<file path="src/verilog/lcd_sleep_pkg.sv">
package lcd_sleep_pkg;

	// Register byte offsets on the APB window.
	localparam logic [7:0] OFS_CTRL = 8'h00;
	localparam logic [7:0] OFS_STATUS = 8'h04;
	localparam logic [7:0] OFS_MASK = 8'h08;
	localparam logic [7:0] OFS_PIXEL = 8'h0C;
	localparam logic [7:0] OFS_STATE = 8'h10;

	// Clock source codes; bit 1 set selects the internal low-rate oscillator.
	localparam logic [1:0] SRC_SYS_DIV4 = 2'h0;
	localparam logic [1:0] SRC_XTAL = 2'h1;
	localparam int SRC_LFOSC_BIT = 1;

	// Multiplex code of the single-common static mode.
	localparam logic [1:0] MUX_STATIC = 2'h0;

	// System clock divider for the divided-by-four source.
	localparam logic [1:0] DIV4_LAST = 2'h3;

	// Field layouts.
	localparam int CTRL_W = 8;
	localparam int EVT_W = 2;
	localparam int EVT_DISABLE_DONE = 0;
	localparam int EVT_FRAME = 1;
	localparam int STATE_W = 3;

	// Reset values.
	localparam logic [CTRL_W-1:0] CTRL_RST = 8'h00;
	localparam logic [EVT_W-1:0] EVT_RST = 2'h0;
	localparam logic [31:0] PIXEL_RST = 32'h0000_0000;

	// Control register layout, bit 0 at the bottom.
	typedef struct packed {
		logic display_interrupt_enable;
		logic waveform_b;
		logic [1:0] mux;
		logic [1:0] clk_src;
		logic sleep_shutdown_select;
		logic display_driver_enable;
	} ctrl_s;

	// Read-only state register layout.
	typedef struct packed {
		logic grounded;
		logic halted;
		logic display_active_flag;
	} state_s;

endpackage

</file>
<file path="src/verilog/frame_sequencer.sv">
`timescale 1ns/1ns
module frame_sequencer import lcd_sleep_pkg::*; #(
	parameter int TICKS_PER_PHASE = 4
) (
	// Clock and reset.
	input wire logic clk_sys,
	input wire logic arst_n,
	// Source pins, asynchronous to clk_sys.
	input wire logic secondary_crystal_clock,
	input wire logic low_freq_internal_osc,
	// Control.
	input wire logic [1:0] clk_src,
	input wire logic [1:0] mux,
	input wire logic advance,
	input wire logic restart,
	// Sequence position.
	output logic [1:0] phase,
	output logic parity,
	output logic frame_end
);

	// Refused at elaboration: the phase counter is sixteen bits wide.
	if (TICKS_PER_PHASE < 1 || TICKS_PER_PHASE > 65535) begin
		$error("TICKS_PER_PHASE out of range");
	end

	logic [2:0] xt_q, xt_d, lf_q, lf_d;
	logic [1:0] div_q, div_d, phase_q, phase_d;
	logic [15:0] cnt_q, cnt_d;
	logic par_q, par_d, tick, last_tick;

	// Pin clocks pass two flops; the third flop only feeds the edge detect.
	always_comb begin
		xt_d = {xt_q[1:0], secondary_crystal_clock};
		lf_d = {lf_q[1:0], low_freq_internal_osc};
		div_d = div_q + 2'h1;
		if (clk_src[SRC_LFOSC_BIT]) begin
			tick = lf_q[1] & ~lf_q[2];
		end else if (clk_src == SRC_XTAL) begin
			tick = xt_q[1] & ~xt_q[2];
		end else begin
			tick = (div_q == DIV4_LAST);
		end
	end

	// The phase counter only moves while advance is high or restart clears it, so a halt simply
	// freezes phase and parity and the pins keep their last pattern.
	always_comb begin
		cnt_d = cnt_q;
		phase_d = phase_q;
		par_d = par_q;
		last_tick = (cnt_q == 16'(TICKS_PER_PHASE - 1));
		frame_end = 1'b0;
		if (restart) begin
			cnt_d = 16'h0000;
			phase_d = 2'h0;
			par_d = 1'b0;
		end else if (advance && tick) begin
			cnt_d = last_tick ? 16'h0000 : cnt_q + 16'h0001;
			if (last_tick) begin
				if (phase_q >= mux) begin
					phase_d = 2'h0;
					par_d = ~par_q;
					frame_end = 1'b1;
				end else begin
					phase_d = phase_q + 2'h1;
				end
			end
		end
	end

	// State registers.
	always_ff @(posedge clk_sys or negedge arst_n) begin
		if (!arst_n) begin
			xt_q <= 3'h0;
			lf_q <= 3'h0;
			div_q <= 2'h0;
			cnt_q <= 16'h0000;
			phase_q <= 2'h0;
			par_q <= 1'b0;
		end else begin
			xt_q <= xt_d;
			lf_q <= lf_d;
			div_q <= div_d;
			cnt_q <= cnt_d;
			phase_q <= phase_d;
			par_q <= par_d;
		end
	end

	assign phase = phase_q;
	assign parity = par_q;

endmodule

</file>
<file path="src/verilog/lcd_sleep_ctrl.sv">
// The register addresses and the APB register port were left to the implementer.
`timescale 1ns/1ns
// What this block does
// - Sleep with shutdown select set: stop at once, ground all pins, low power.
// - Clearing enable lets the current frame finish before the module stops.
// - At disable completion clear active flag and raise the enabled interrupt.
// - Sleep, select clear, divided system clock: halt and hold last pattern.
// - Sleep, select clear, crystal or internal oscillator: keep refreshing display.
// - Divided system clock source never runs in Sleep, whatever the select.
// - Pixel data stays unchanged during Sleep; writes then are ignored.
// - Interrupt enable with frame interrupts wakes the device at frame boundary.
// - Frame interrupts only for waveform B and a non-static multiplex.
// - After disable completes, release shared pins to ordinary port control.
module lcd_sleep_ctrl import lcd_sleep_pkg::*; #(
	parameter int SEGS = 8,
	parameter int TICKS_PER_PHASE = 4
) (
	// Clock and reset.
	input wire logic clk_sys,
	input wire logic arst_n,
	// APB slave.
	input wire logic psel,
	input wire logic penable,
	input wire logic pwrite,
	input wire logic [7:0] paddr,
	input wire logic [31:0] pwdata,
	output logic [31:0] prdata,
	output logic pready,
	output logic pslverr,
	// Core power state, same clock domain.
	input wire logic cpu_sleep,
	// Display clock source pins.
	input wire logic secondary_crystal_clock,
	input wire logic low_freq_internal_osc,
	// Glass drive.
	output logic [3:0] com_out,
	output logic [SEGS-1:0] seg_out,
	output logic pins_owned,
	output logic low_power,
	// System signals.
	output logic wake_req,
	output logic irq
);

	// Refused at elaboration: four commons of SEGS bits fill one data word.
	if (SEGS < 1 || SEGS > 8) begin
		$error("SEGS must be 1 to 8");
	end

	typedef enum logic [1:0] {ST_OFF, ST_RUN, ST_STOPPING} run_e;

	localparam int PIX_W = 4 * SEGS;

	run_e st_q, st_d;
	ctrl_s ctrl_q, ctrl_d;
	logic [EVT_W-1:0] status_q, status_d, mask_q, mask_d, evt;
	logic [PIX_W-1:0] pixel_q, pixel_d;
	logic [31:0] rdata_q, rdata_d;
	logic err_q, err_d;
	logic [3:0] com_q, com_d;
	logic [SEGS-1:0] seg_q, seg_d;
	logic own_q, own_d, lowp_q, lowp_d, wake_q, wake_d;
	logic setup, wr, rd, hit, status_rd;
	logic active, shutdown, halted, advance, restart;
	logic frame_irq_ok, frame_end, done;
	logic [1:0] phase;
	logic parity;
	state_s state_view;

	// The sequencer counts phases from whichever source is selected.
	frame_sequencer #(
		.TICKS_PER_PHASE(TICKS_PER_PHASE)
	) u_seq (
		.clk_sys(clk_sys),
		.arst_n(arst_n),
		.secondary_crystal_clock(secondary_crystal_clock),
		.low_freq_internal_osc(low_freq_internal_osc),
		.clk_src(ctrl_q.clk_src),
		.mux(ctrl_q.mux),
		.advance(advance),
		.restart(restart),
		.phase(phase),
		.parity(parity),
		.frame_end(frame_end)
	);

	// Sleep decision. Shutdown select wins over every clock source.
	always_comb begin
		active = (st_q != ST_OFF);
		shutdown = active && cpu_sleep && ctrl_q.sleep_shutdown_select;
		halted = active && cpu_sleep && !ctrl_q.sleep_shutdown_select
			&& (ctrl_q.clk_src == SRC_SYS_DIV4);
		advance = active && !shutdown && !halted;
		restart = (st_q == ST_OFF);
	end

	// Frame events exist only for waveform B with more than one common.
	always_comb begin
		frame_irq_ok = ctrl_q.waveform_b && (ctrl_q.mux != MUX_STATIC);
		done = (st_q == ST_STOPPING) && frame_end;
		evt = '0;
		evt[EVT_DISABLE_DONE] = done;
		evt[EVT_FRAME] = frame_end && frame_irq_ok;
	end

	// Run state: an enable clear is only honoured at the next frame end,
	// so the glass never sees a half frame and no DC level is left on it.
	always_comb begin
		st_d = st_q;
		unique case (st_q)
			ST_OFF: begin
				if (ctrl_q.display_driver_enable) begin
					st_d = ST_RUN;
				end
			end
			ST_RUN: begin
				if (!ctrl_q.display_driver_enable) begin
					st_d = ST_STOPPING;
				end
			end
			ST_STOPPING: begin
				if (frame_end) begin
					st_d = ST_OFF;
				end
			end
		endcase
	end

	// APB decode. The slave answers with no wait state.
	always_comb begin
		setup = psel && !penable;
		wr = psel && penable && pwrite;
		rd = setup && !pwrite;
		unique case (paddr)
			OFS_CTRL, OFS_STATUS, OFS_MASK, OFS_PIXEL, OFS_STATE: hit = 1'b1;
			default: hit = 1'b0;
		endcase
		status_rd = psel && penable && !pwrite && (paddr == OFS_STATUS);
		state_view.grounded = shutdown;
		state_view.halted = halted;
		state_view.display_active_flag = active;
	end

	// Register writes and read capture. Read data is latched in the setup
	// cycle so prdata is a flop and stands through the access phase.
	always_comb begin
		ctrl_d = ctrl_q;
		mask_d = mask_q;
		pixel_d = pixel_q;
		rdata_d = rdata_q;
		err_d = err_q;
		if (setup) begin
			err_d = !hit;
			rdata_d = 32'h0000_0000;
			if (!pwrite) begin
				unique case (paddr)
					OFS_CTRL: rdata_d[CTRL_W-1:0] = ctrl_q;
					OFS_STATUS: rdata_d[EVT_W-1:0] = status_q | evt;
					OFS_MASK: rdata_d[EVT_W-1:0] = mask_q;
					OFS_PIXEL: rdata_d[PIX_W-1:0] = pixel_q;
					OFS_STATE: rdata_d[STATE_W-1:0] = state_view;
					default: rdata_d = 32'h0000_0000;
				endcase
			end
		end
		if (wr) begin
			unique case (paddr)
				OFS_CTRL: ctrl_d = pwdata[CTRL_W-1:0];
				OFS_MASK: mask_d = pwdata[EVT_W-1:0];
				OFS_PIXEL: begin
					if (!cpu_sleep) begin
						pixel_d = pwdata[PIX_W-1:0];
					end
				end
				default: pixel_d = pixel_q;
			endcase
		end
	end

	// Sticky status. A read clears the bits it returned; an event in the
	// same cycle as the clearing read survives because set wins.
	always_comb begin
		status_d = status_q;
		if (status_rd) begin
			status_d = status_q & ~rdata_q[EVT_W-1:0];
		end
		status_d = status_d | evt;
	end

	// Glass drive pattern. Each common up to mux is active in its own phase and the
	// pattern on those commons and the segments inverts every frame so the average across a pixel is
	// zero; only the plain inversion scheme is modelled here.
	always_comb begin
		com_d = com_q;
		seg_d = seg_q;
		own_d = active;
		lowp_d = shutdown;
		if (!active || shutdown) begin
			com_d = 4'h0;
			seg_d = '0;
		end else if (advance) begin
			for (int c = 0; c < 4; c++) begin
				com_d[c] = ((2'(c) == phase) ^ parity) && (2'(c) <= ctrl_q.mux);
			end
			for (int s = 0; s < SEGS; s++) begin
				seg_d[s] = pixel_q[int'(phase) * SEGS + s] ^ parity;
			end
		end
		// Otherwise halted: com and seg keep the last pattern.
	end

	// Wake the core at a frame boundary while it sleeps and the display runs.
	always_comb begin
		wake_d = cpu_sleep && frame_end && frame_irq_ok
			&& ctrl_q.display_interrupt_enable;
	end

	// Control and drive registers.
	always_ff @(posedge clk_sys or negedge arst_n) begin
		if (!arst_n) begin
			st_q <= ST_OFF;
			ctrl_q <= CTRL_RST;
			status_q <= EVT_RST;
			mask_q <= EVT_RST;
			pixel_q <= PIX_W'(PIXEL_RST);
			rdata_q <= 32'h0000_0000;
			err_q <= 1'b0;
			com_q <= 4'h0;
			seg_q <= '0;
			own_q <= 1'b0;
			lowp_q <= 1'b0;
			wake_q <= 1'b0;
		end else begin
			st_q <= st_d;
			ctrl_q <= ctrl_d;
			status_q <= status_d;
			mask_q <= mask_d;
			pixel_q <= pixel_d;
			rdata_q <= rdata_d;
			err_q <= err_d;
			com_q <= com_d;
			seg_q <= seg_d;
			own_q <= own_d;
			lowp_q <= lowp_d;
			wake_q <= wake_d;
		end
	end

	// Outputs. The interrupt needs both the enable bit and the mask.
	assign prdata = rdata_q;
	assign pready = 1'b1;
	assign pslverr = psel && penable && err_q;
	assign com_out = com_q;
	assign seg_out = seg_q;
	assign pins_owned = own_q;
	assign low_power = lowp_q;
	assign wake_req = wake_q;
	assign irq = ctrl_q.display_interrupt_enable && |(status_q & mask_q);

endmodule

</file>
<file path="config.mk">
export PLATFORM = sky130hd
export DESIGN_NAME = lcd_sleep_ctrl
export DESIGN_NICKNAME = d
export VERILOG_FILES = /design/src/verilog/lcd_sleep_pkg.sv /design/src/verilog/frame_sequencer.sv /design/src/verilog/lcd_sleep_ctrl.sv
export SDC_FILE = /design/constraint.sdc
export NUM_CORES = 1
export LEC_CHECK = 0
export BUFFER_PORTS_ARGS = -buffer_cell sky130_fd_sc_hd__buf_2
export CAP_MARGIN = 30
export CORE_UTILIZATION = 25
export CTS_BUF_LIST = sky130_fd_sc_hd__clkbuf_8 sky130_fd_sc_hd__clkbuf_16
export CTS_CLUSTER_DIAMETER = 60
export DETAILED_ROUTE_END_ITERATION = 16
export SLEW_MARGIN = 15
export SYNTH_ARGS = -nofsm -noshare
export SYNTH_HDL_FRONTEND = slang
export SYNTH_HIERARCHICAL = 1
export SYNTH_SLANG_ARGS = --single-unit
</file>
<file path="constraint.sdc">
create_clock -name clk_sys -period 4.6 [get_ports clk_sys]
set_input_delay 0 -clock clk_sys [delete_from_list [all_inputs] [get_ports clk_sys]]
set_output_delay 0 -clock clk_sys [all_outputs]
set_load 0.05 [all_outputs]
</file>
* Word-level counts from Yosys, hierarchy flattened
Cells that the tools add are included. Widths: inputs -> output; s select.
Operators by class: add/sub/neg operators 10, multipliers 0, divide/modulo/power cells 0, order comparisons 13, equal/unequal tests 15, shift operators 0, muxes and demuxes 55, bitwise gates (word level) 23, reduce and logical (&&, ||, !) cells 50
Operators with widths (number):
- $mux 16 | 3
- $lt 6x6->1 const B | 7
- $bmux 1 s5 | 7
- $mux 32 | 1
- $mux 1 | 26
- $add 5x3->6 const B | 4
- $logic_and 1x1->1 | 24
- $mux 24 | 1
- $add 16x1->16 const B | 1
- $eq 16x2->1 const B | 1
- $eq 8x4->1 const B | 2
- $mux 2 | 8
- $mux 8 | 2
- $add 5x2->6 const B | 2
- $reduce_bool 2->1 | 6
- $xor 1x1->1 | 12
- $pmux 2 s5 | 1
- $pmux 5 s2 | 1
- $reduce_and 3->1 | 3
- $eq 8x3->1 const B | 1
- $eq 8x5->1 const B | 1
- $logic_not 8->1 | 1
- $mux 4 | 2
- $logic_not 1->1 | 7
- other kinds (24) | 42
Word-level totals: register bits 121, bits in latches 0, RAM bits 0, ROM bits 0, bits of input ports 48, output and inout port bits 50, word-level logic and storage cells 189, memories 0

* Longest topological paths before layout
word-level depth 13, gate-level depth with buffers 12, depth with buffers taken out 12

* By module
The synthesis kept the hierarchy.
Modules (own cells, without submodules):
- lcd_sleep_ctrl | times used 1, cells an instance 320, area each 4159.0 sq um, sequential area each 2352.3 sq um
- frame_sequencer | times used 1, cells an instance 147, area each 1541.5 sq um, sequential area each 675.6 sq um

* Worst setup path after synthesis
OpenSTA, ideal clock, no wires.
path type reg2reg, from register st_q[0], to register rdata_q[1] (netlist: prdata[1]), library setup time 0.090 ns, arrival 2.189 ns, required time 4.510 ns, path slack 2.321 ns, stages on the path, launching flop included 13, buffers on the path 0, clock period less this slack 2.279 ns, path through dfrtp_1 -> inv_1 -> ha_1 -> inv_1 -> nand2_1 -> inv_1 -> a21bo_2 -> nor4_4 -> and2_1 -> o211a_1 -> nor3_1 -> o22a_1 -> o221ai_1
On the way: elaborated cells on any way between the ends 17, classes of those cells 4 x mux; 1 x bitwise; 12 x reduce/logical
RTL lines:
- from (decl) | RTL line lcd_sleep_ctrl.sv:54 | run_e st_q, st_d;
- from (signal assigned) | RTL line lcd_sleep_ctrl.sv:234 | st_q <= st_d;
- $logic_not 2->1 | RTL line lcd_sleep_ctrl.sv:94 | restart = (st_q == ST_OFF);
- net restart | RTL line lcd_sleep_ctrl.sv:64 | logic active, shutdown, halted, advance, restart;
- $mux 1 | RTL line frame_sequencer.sv:54 | if (restart) begin
- net frame_end | RTL line lcd_sleep_ctrl.sv:65 | logic frame_irq_ok, frame_end, done;
- $logic_and 1x1->1 | RTL line lcd_sleep_ctrl.sv:103 | evt[EVT_FRAME] = frame_end && frame_irq_ok;
- $or 2x2->2 | RTL line lcd_sleep_ctrl.sv:158 | OFS_STATUS: rdata_d[EVT_W-1:0] = status_q | evt;
- $pmux 2 s5 | RTL line lcd_sleep_ctrl.sv:156 | unique case (paddr)
- $mux 32 | RTL line lcd_sleep_ctrl.sv:155 | if (!pwrite) begin
- to (signal assigned) | RTL line lcd_sleep_ctrl.sv:239 | rdata_q <= rdata_d;
- to (decl) | RTL line lcd_sleep_ctrl.sv:58 | logic [31:0] rdata_q, rdata_d;
The timed path passes the listed nets, and every way through them passes these cells. A chain may end at the register's enable or synchronous reset.

* Worst setup path after layout
Ends and elaborated chain as after synthesis.

==> flow_metrics.py <==
metrics = {
    "global_routing": {
        "grt_usage_pct": 13.5,
        "grt_pass1_vias": 4383,
        "grt_pass1_wl_um": 24200,
        "grt_remaining_overflow": 0,
        "grt_max_degree": 65,
        "antenna_found_initial": 0,
    },
    "timing": {
        "hold_violations": 0,
        "slew_violations": 0,
        "relSlewSlack_pct": 45.5,
        "timing.setup.tns_ns": 0,
        "rsz0062_at_grt": "no",
        "final-setup-viol-count": 0,
        "skew_ns": 0.00893,
        "worst_slew_pin_slew_ns": 0.818,
        "period_share_pct": 63.5,
        "fmax_mhz": 342,
        "fin_crit_ns": 2.92,
    },
    "routing": {
        "ant_nets": 0,
        "via_per_inst": 4.74,
        "drt_iter0_markers": 298,
        "dr.pass1.iters": 4,
        "wl_per_cell_um": 16.6,
        "vias": 4238,
        "drc": 0,
        "wl_um": 14800,
    },
    "placed_design": {
        "gp_congestion": 0.812,
        "port_buffers": 96,
        "dpl.cell_count": 825,
        "hpwl_um": 10500,
    },
    "clock_tree": {
        "cts.sinks": 121,
        "cts_root_buf": "clkbuf_16",
        "clk_path_buf_depth": 2,
        "cts_made_buffers": 17,
        "clock_latency_ns": 0.42,
        "cts_tree": "yes",
        "htreeDepth": 4,
        "clkTransAtPathRegs_ns": 0.06,
        "post-cts-setup-buffer-count": 0,
    },
    "hold_path": {
        "hold_path.class": "in2reg",
    },
    "worst_setup_path": {
        "cp.required_ns": 4.93,
        "crit_start": "st_q[0]",
        "cp_max_fo": 26,
        "worstSetupEndpoint": "prdata[1]",
        "crit_arrival_ns": 3.25,
        "ff2ff_path_depth": 13,
        "worstReg2RegStart": "st_q[0]",
        "timing.rr.end": "prdata[1]",
        "start_kind": "flop",
        "crit_type": "reg2reg",
        "end_kind": "flop",
        "r2r_setup_slack_ns": 1.68,
    },
    "outcome": {
        "outcome": "finished clean",
    },
    "layout": {
        "layout_commonest_cell": "dfrtp_1",
        "fillers": 2162,
        "finalCoreUtilization_pct": 33.7,
        "area_growth_pct": 30.4,
        "drive_above_1_share_pct": 33.7,
        "fin_nets": 657,
        "insertedDiodeCount": 0,
        "instances_no_fill": 894,
        "mostFrequentLayoutCells": "dfrtp_1, buf_2, mux2_2, dlygate4sd3_1, nand2_1",
    },
    "synthesis": {
        "ys.flop_type": "dfrtp_1",
        "ys_seq_area_share_pct": 53.1,
        "ys_ff_latch": 121,
        "syn_nets": 523,
        "postSynthAreaPerCell_um2": 12.2,
        "synth.distinct_cells": 62,
        "yosys_warnings": 6,
        "synth_edf_count": 0,
        "syn_inst": 467,
        "async_flop_share_pct": 100,
        "netlist_area_um2": 5700,
    },
    "floorplanning": {
        "num_rows": 54,
        "die_w_um": 153,
        "ios": 98,
        "start_util_pct": 25.8,
        "die_height_um": 153,
        "die-area_um2": 23400,
        "design.core.area_um2": 22100,
    },
    "job": {
        "drv_cap": 0,
    },
    "power_and_ir_drop": {
        "powerDensity_nw_per_um2": 379,
        "p_leak_nw": 3.47,
        "power.total_mw": 2.82,
        "peakVddDrop_mv": 0.279,
    },
}
## Yosys cell counts (3+ instances only)
master      n  share of area, %
o21ai_0    27               2.4
mux2_2     42               8.3
a22oi_1     7              0.92
mux2i_1     9               1.6
o41ai_1     3              0.46
nor3_1      6              0.53
nor4_4      5               1.9
a31oi_1     3              0.33
nand3_1     7              0.61
nand2b_1    8              0.88
nand3_2     3              0.53
a22o_1     24               3.7
buf_6       5              0.99
nand3b_1    3              0.40
a21oi_1    14               1.2
xnor2_1    13               2.0
and2_1      3              0.33
nand4b_1    3              0.46
buf_2       5              0.44
mux4_2      8               3.2
and3_1      4              0.44
dfrtp_1   121                53
nor2_1     23               1.5
or3_1       5              0.55
clkbuf_1   11              0.72
nand4_1     4              0.44
inv_1      13              0.86
nand2_1    35               2.3
o221ai_1    3              0.46
ha_1        8               1.8
## sequential cells by signal, summed over array words and instances, names as in the netlist, 2 cells and up
name and flops:
com_out 4, ctrl_q 8, mask_q 2, pixel_q 32, prdata 32, seg_out 8, st_q 2, status_q 2
u_seq/cnt_q 16, u_seq/div_q 2, u_seq/lf_q 3, u_seq/phase 2, u_seq/xt_q 3
## critical path, stage by stage, from the launching register on
cell and delay [ns]:
dfrtp_1 0.39, inv_1 0.08, ha_1 0.19, buf_4 0.22
inv_1 0.16, nand2_1 0.23, inv_1 0.20, a21bo_2 0.32
nor4_4 0.18, and2_1 0.24, o211a_1 0.21, nor3_1 0.05
o22a_1 0.20, o221ai_1 0.16
## cells by family (layout without fill, tap and decap cells)
kind of cell / count (synthesis) / in the layout / share of synthesized area [%]
compound gates: 94 / 94 / 11.5
xor+xnor: 15 / 15 / 2.30
fa+ha+maj: 8 / 8 / 1.76
buf+inv: 36 / 183 / 3.20
flops: 121 / 121 / 53.1
mux: 60 / 60 / 13.2
other cells: 1 / 1 / 0.0658
simple gates: 132 / 132 / 14.8
## worst min-delay path by stage
stage,from,to,slack [ns],depth (start not counted)
2_1_floorplan,arst_n,com_out[0],-0.30,0
3_3_place_gp,arst_n,u_seq/cnt_q[4],0.12,1
3_5_place_dp,arst_n,u_seq/cnt_q[5],0.11,1
4_1_cts,paddr[3],prdata[0],0.01,3
5_1_grt,paddr[3],prdata[0],0.03,3
6_report,paddr[3],prdata[0],0.03,3
## what timing repair did
action	in CTS	in global routing
hold endpoints to repair	104	0
resized for setup	0	0
hold buffers	37	0
## power breakdown
part,total [mW],switching [mW],internal [mW]
clock,1.38,0.492,0.885
sequential,1.12,0.0244,1.09
combinational,0.324,0.221,0.103
## layer usage
| metal | up-vias | GRT usage (%) | routed length [µm] |
|---|---|---|---|
| li1 | 1990 | - | - |
| met3 | 20 | 4.25 | 636 |
| met5 | - | 0 | 0 |
| met2 | 102 | 21.0 | 7040 |
| met4 | 0 | 5.10 | 289 |
| met1 | 2126 | 17.6 | 6840 |
## final cells by class
| type | count | area [µm²] | share of cell area, % |
|---|---|---|---|
| Sequential cell | 121 | 3030 | 40.7 |
| Inverter | 13 | 48.8 | 0.656 |
| Multi-Input combinational cell | 310 | 2490 | 33.5 |
| Clock inverter | 13 | 168 | 2.25 |
| Timing Repair Buffer | 138 | 898 | 12.1 |
| Clock buffer | 19 | 453 | 6.09 |
| Tap cell | 280 | 350 | 4.71 |
## per-stage QoR
step / worst slack, ns / hold WS, ns / area (µm²)
floorplan: 2.32 / -0.296 / 5700
global placement: 1.73 / 0.116 / 6430
detailed placement: 1.65 / 0.113 / 6440
CTS: 1.64 / 0.00979 / 7440
global route: 1.43 / 0.0322 / 7440
finish: 1.68 / 0.0295 / 7440
No activity file was read; power rests on OpenSTA's default activity.
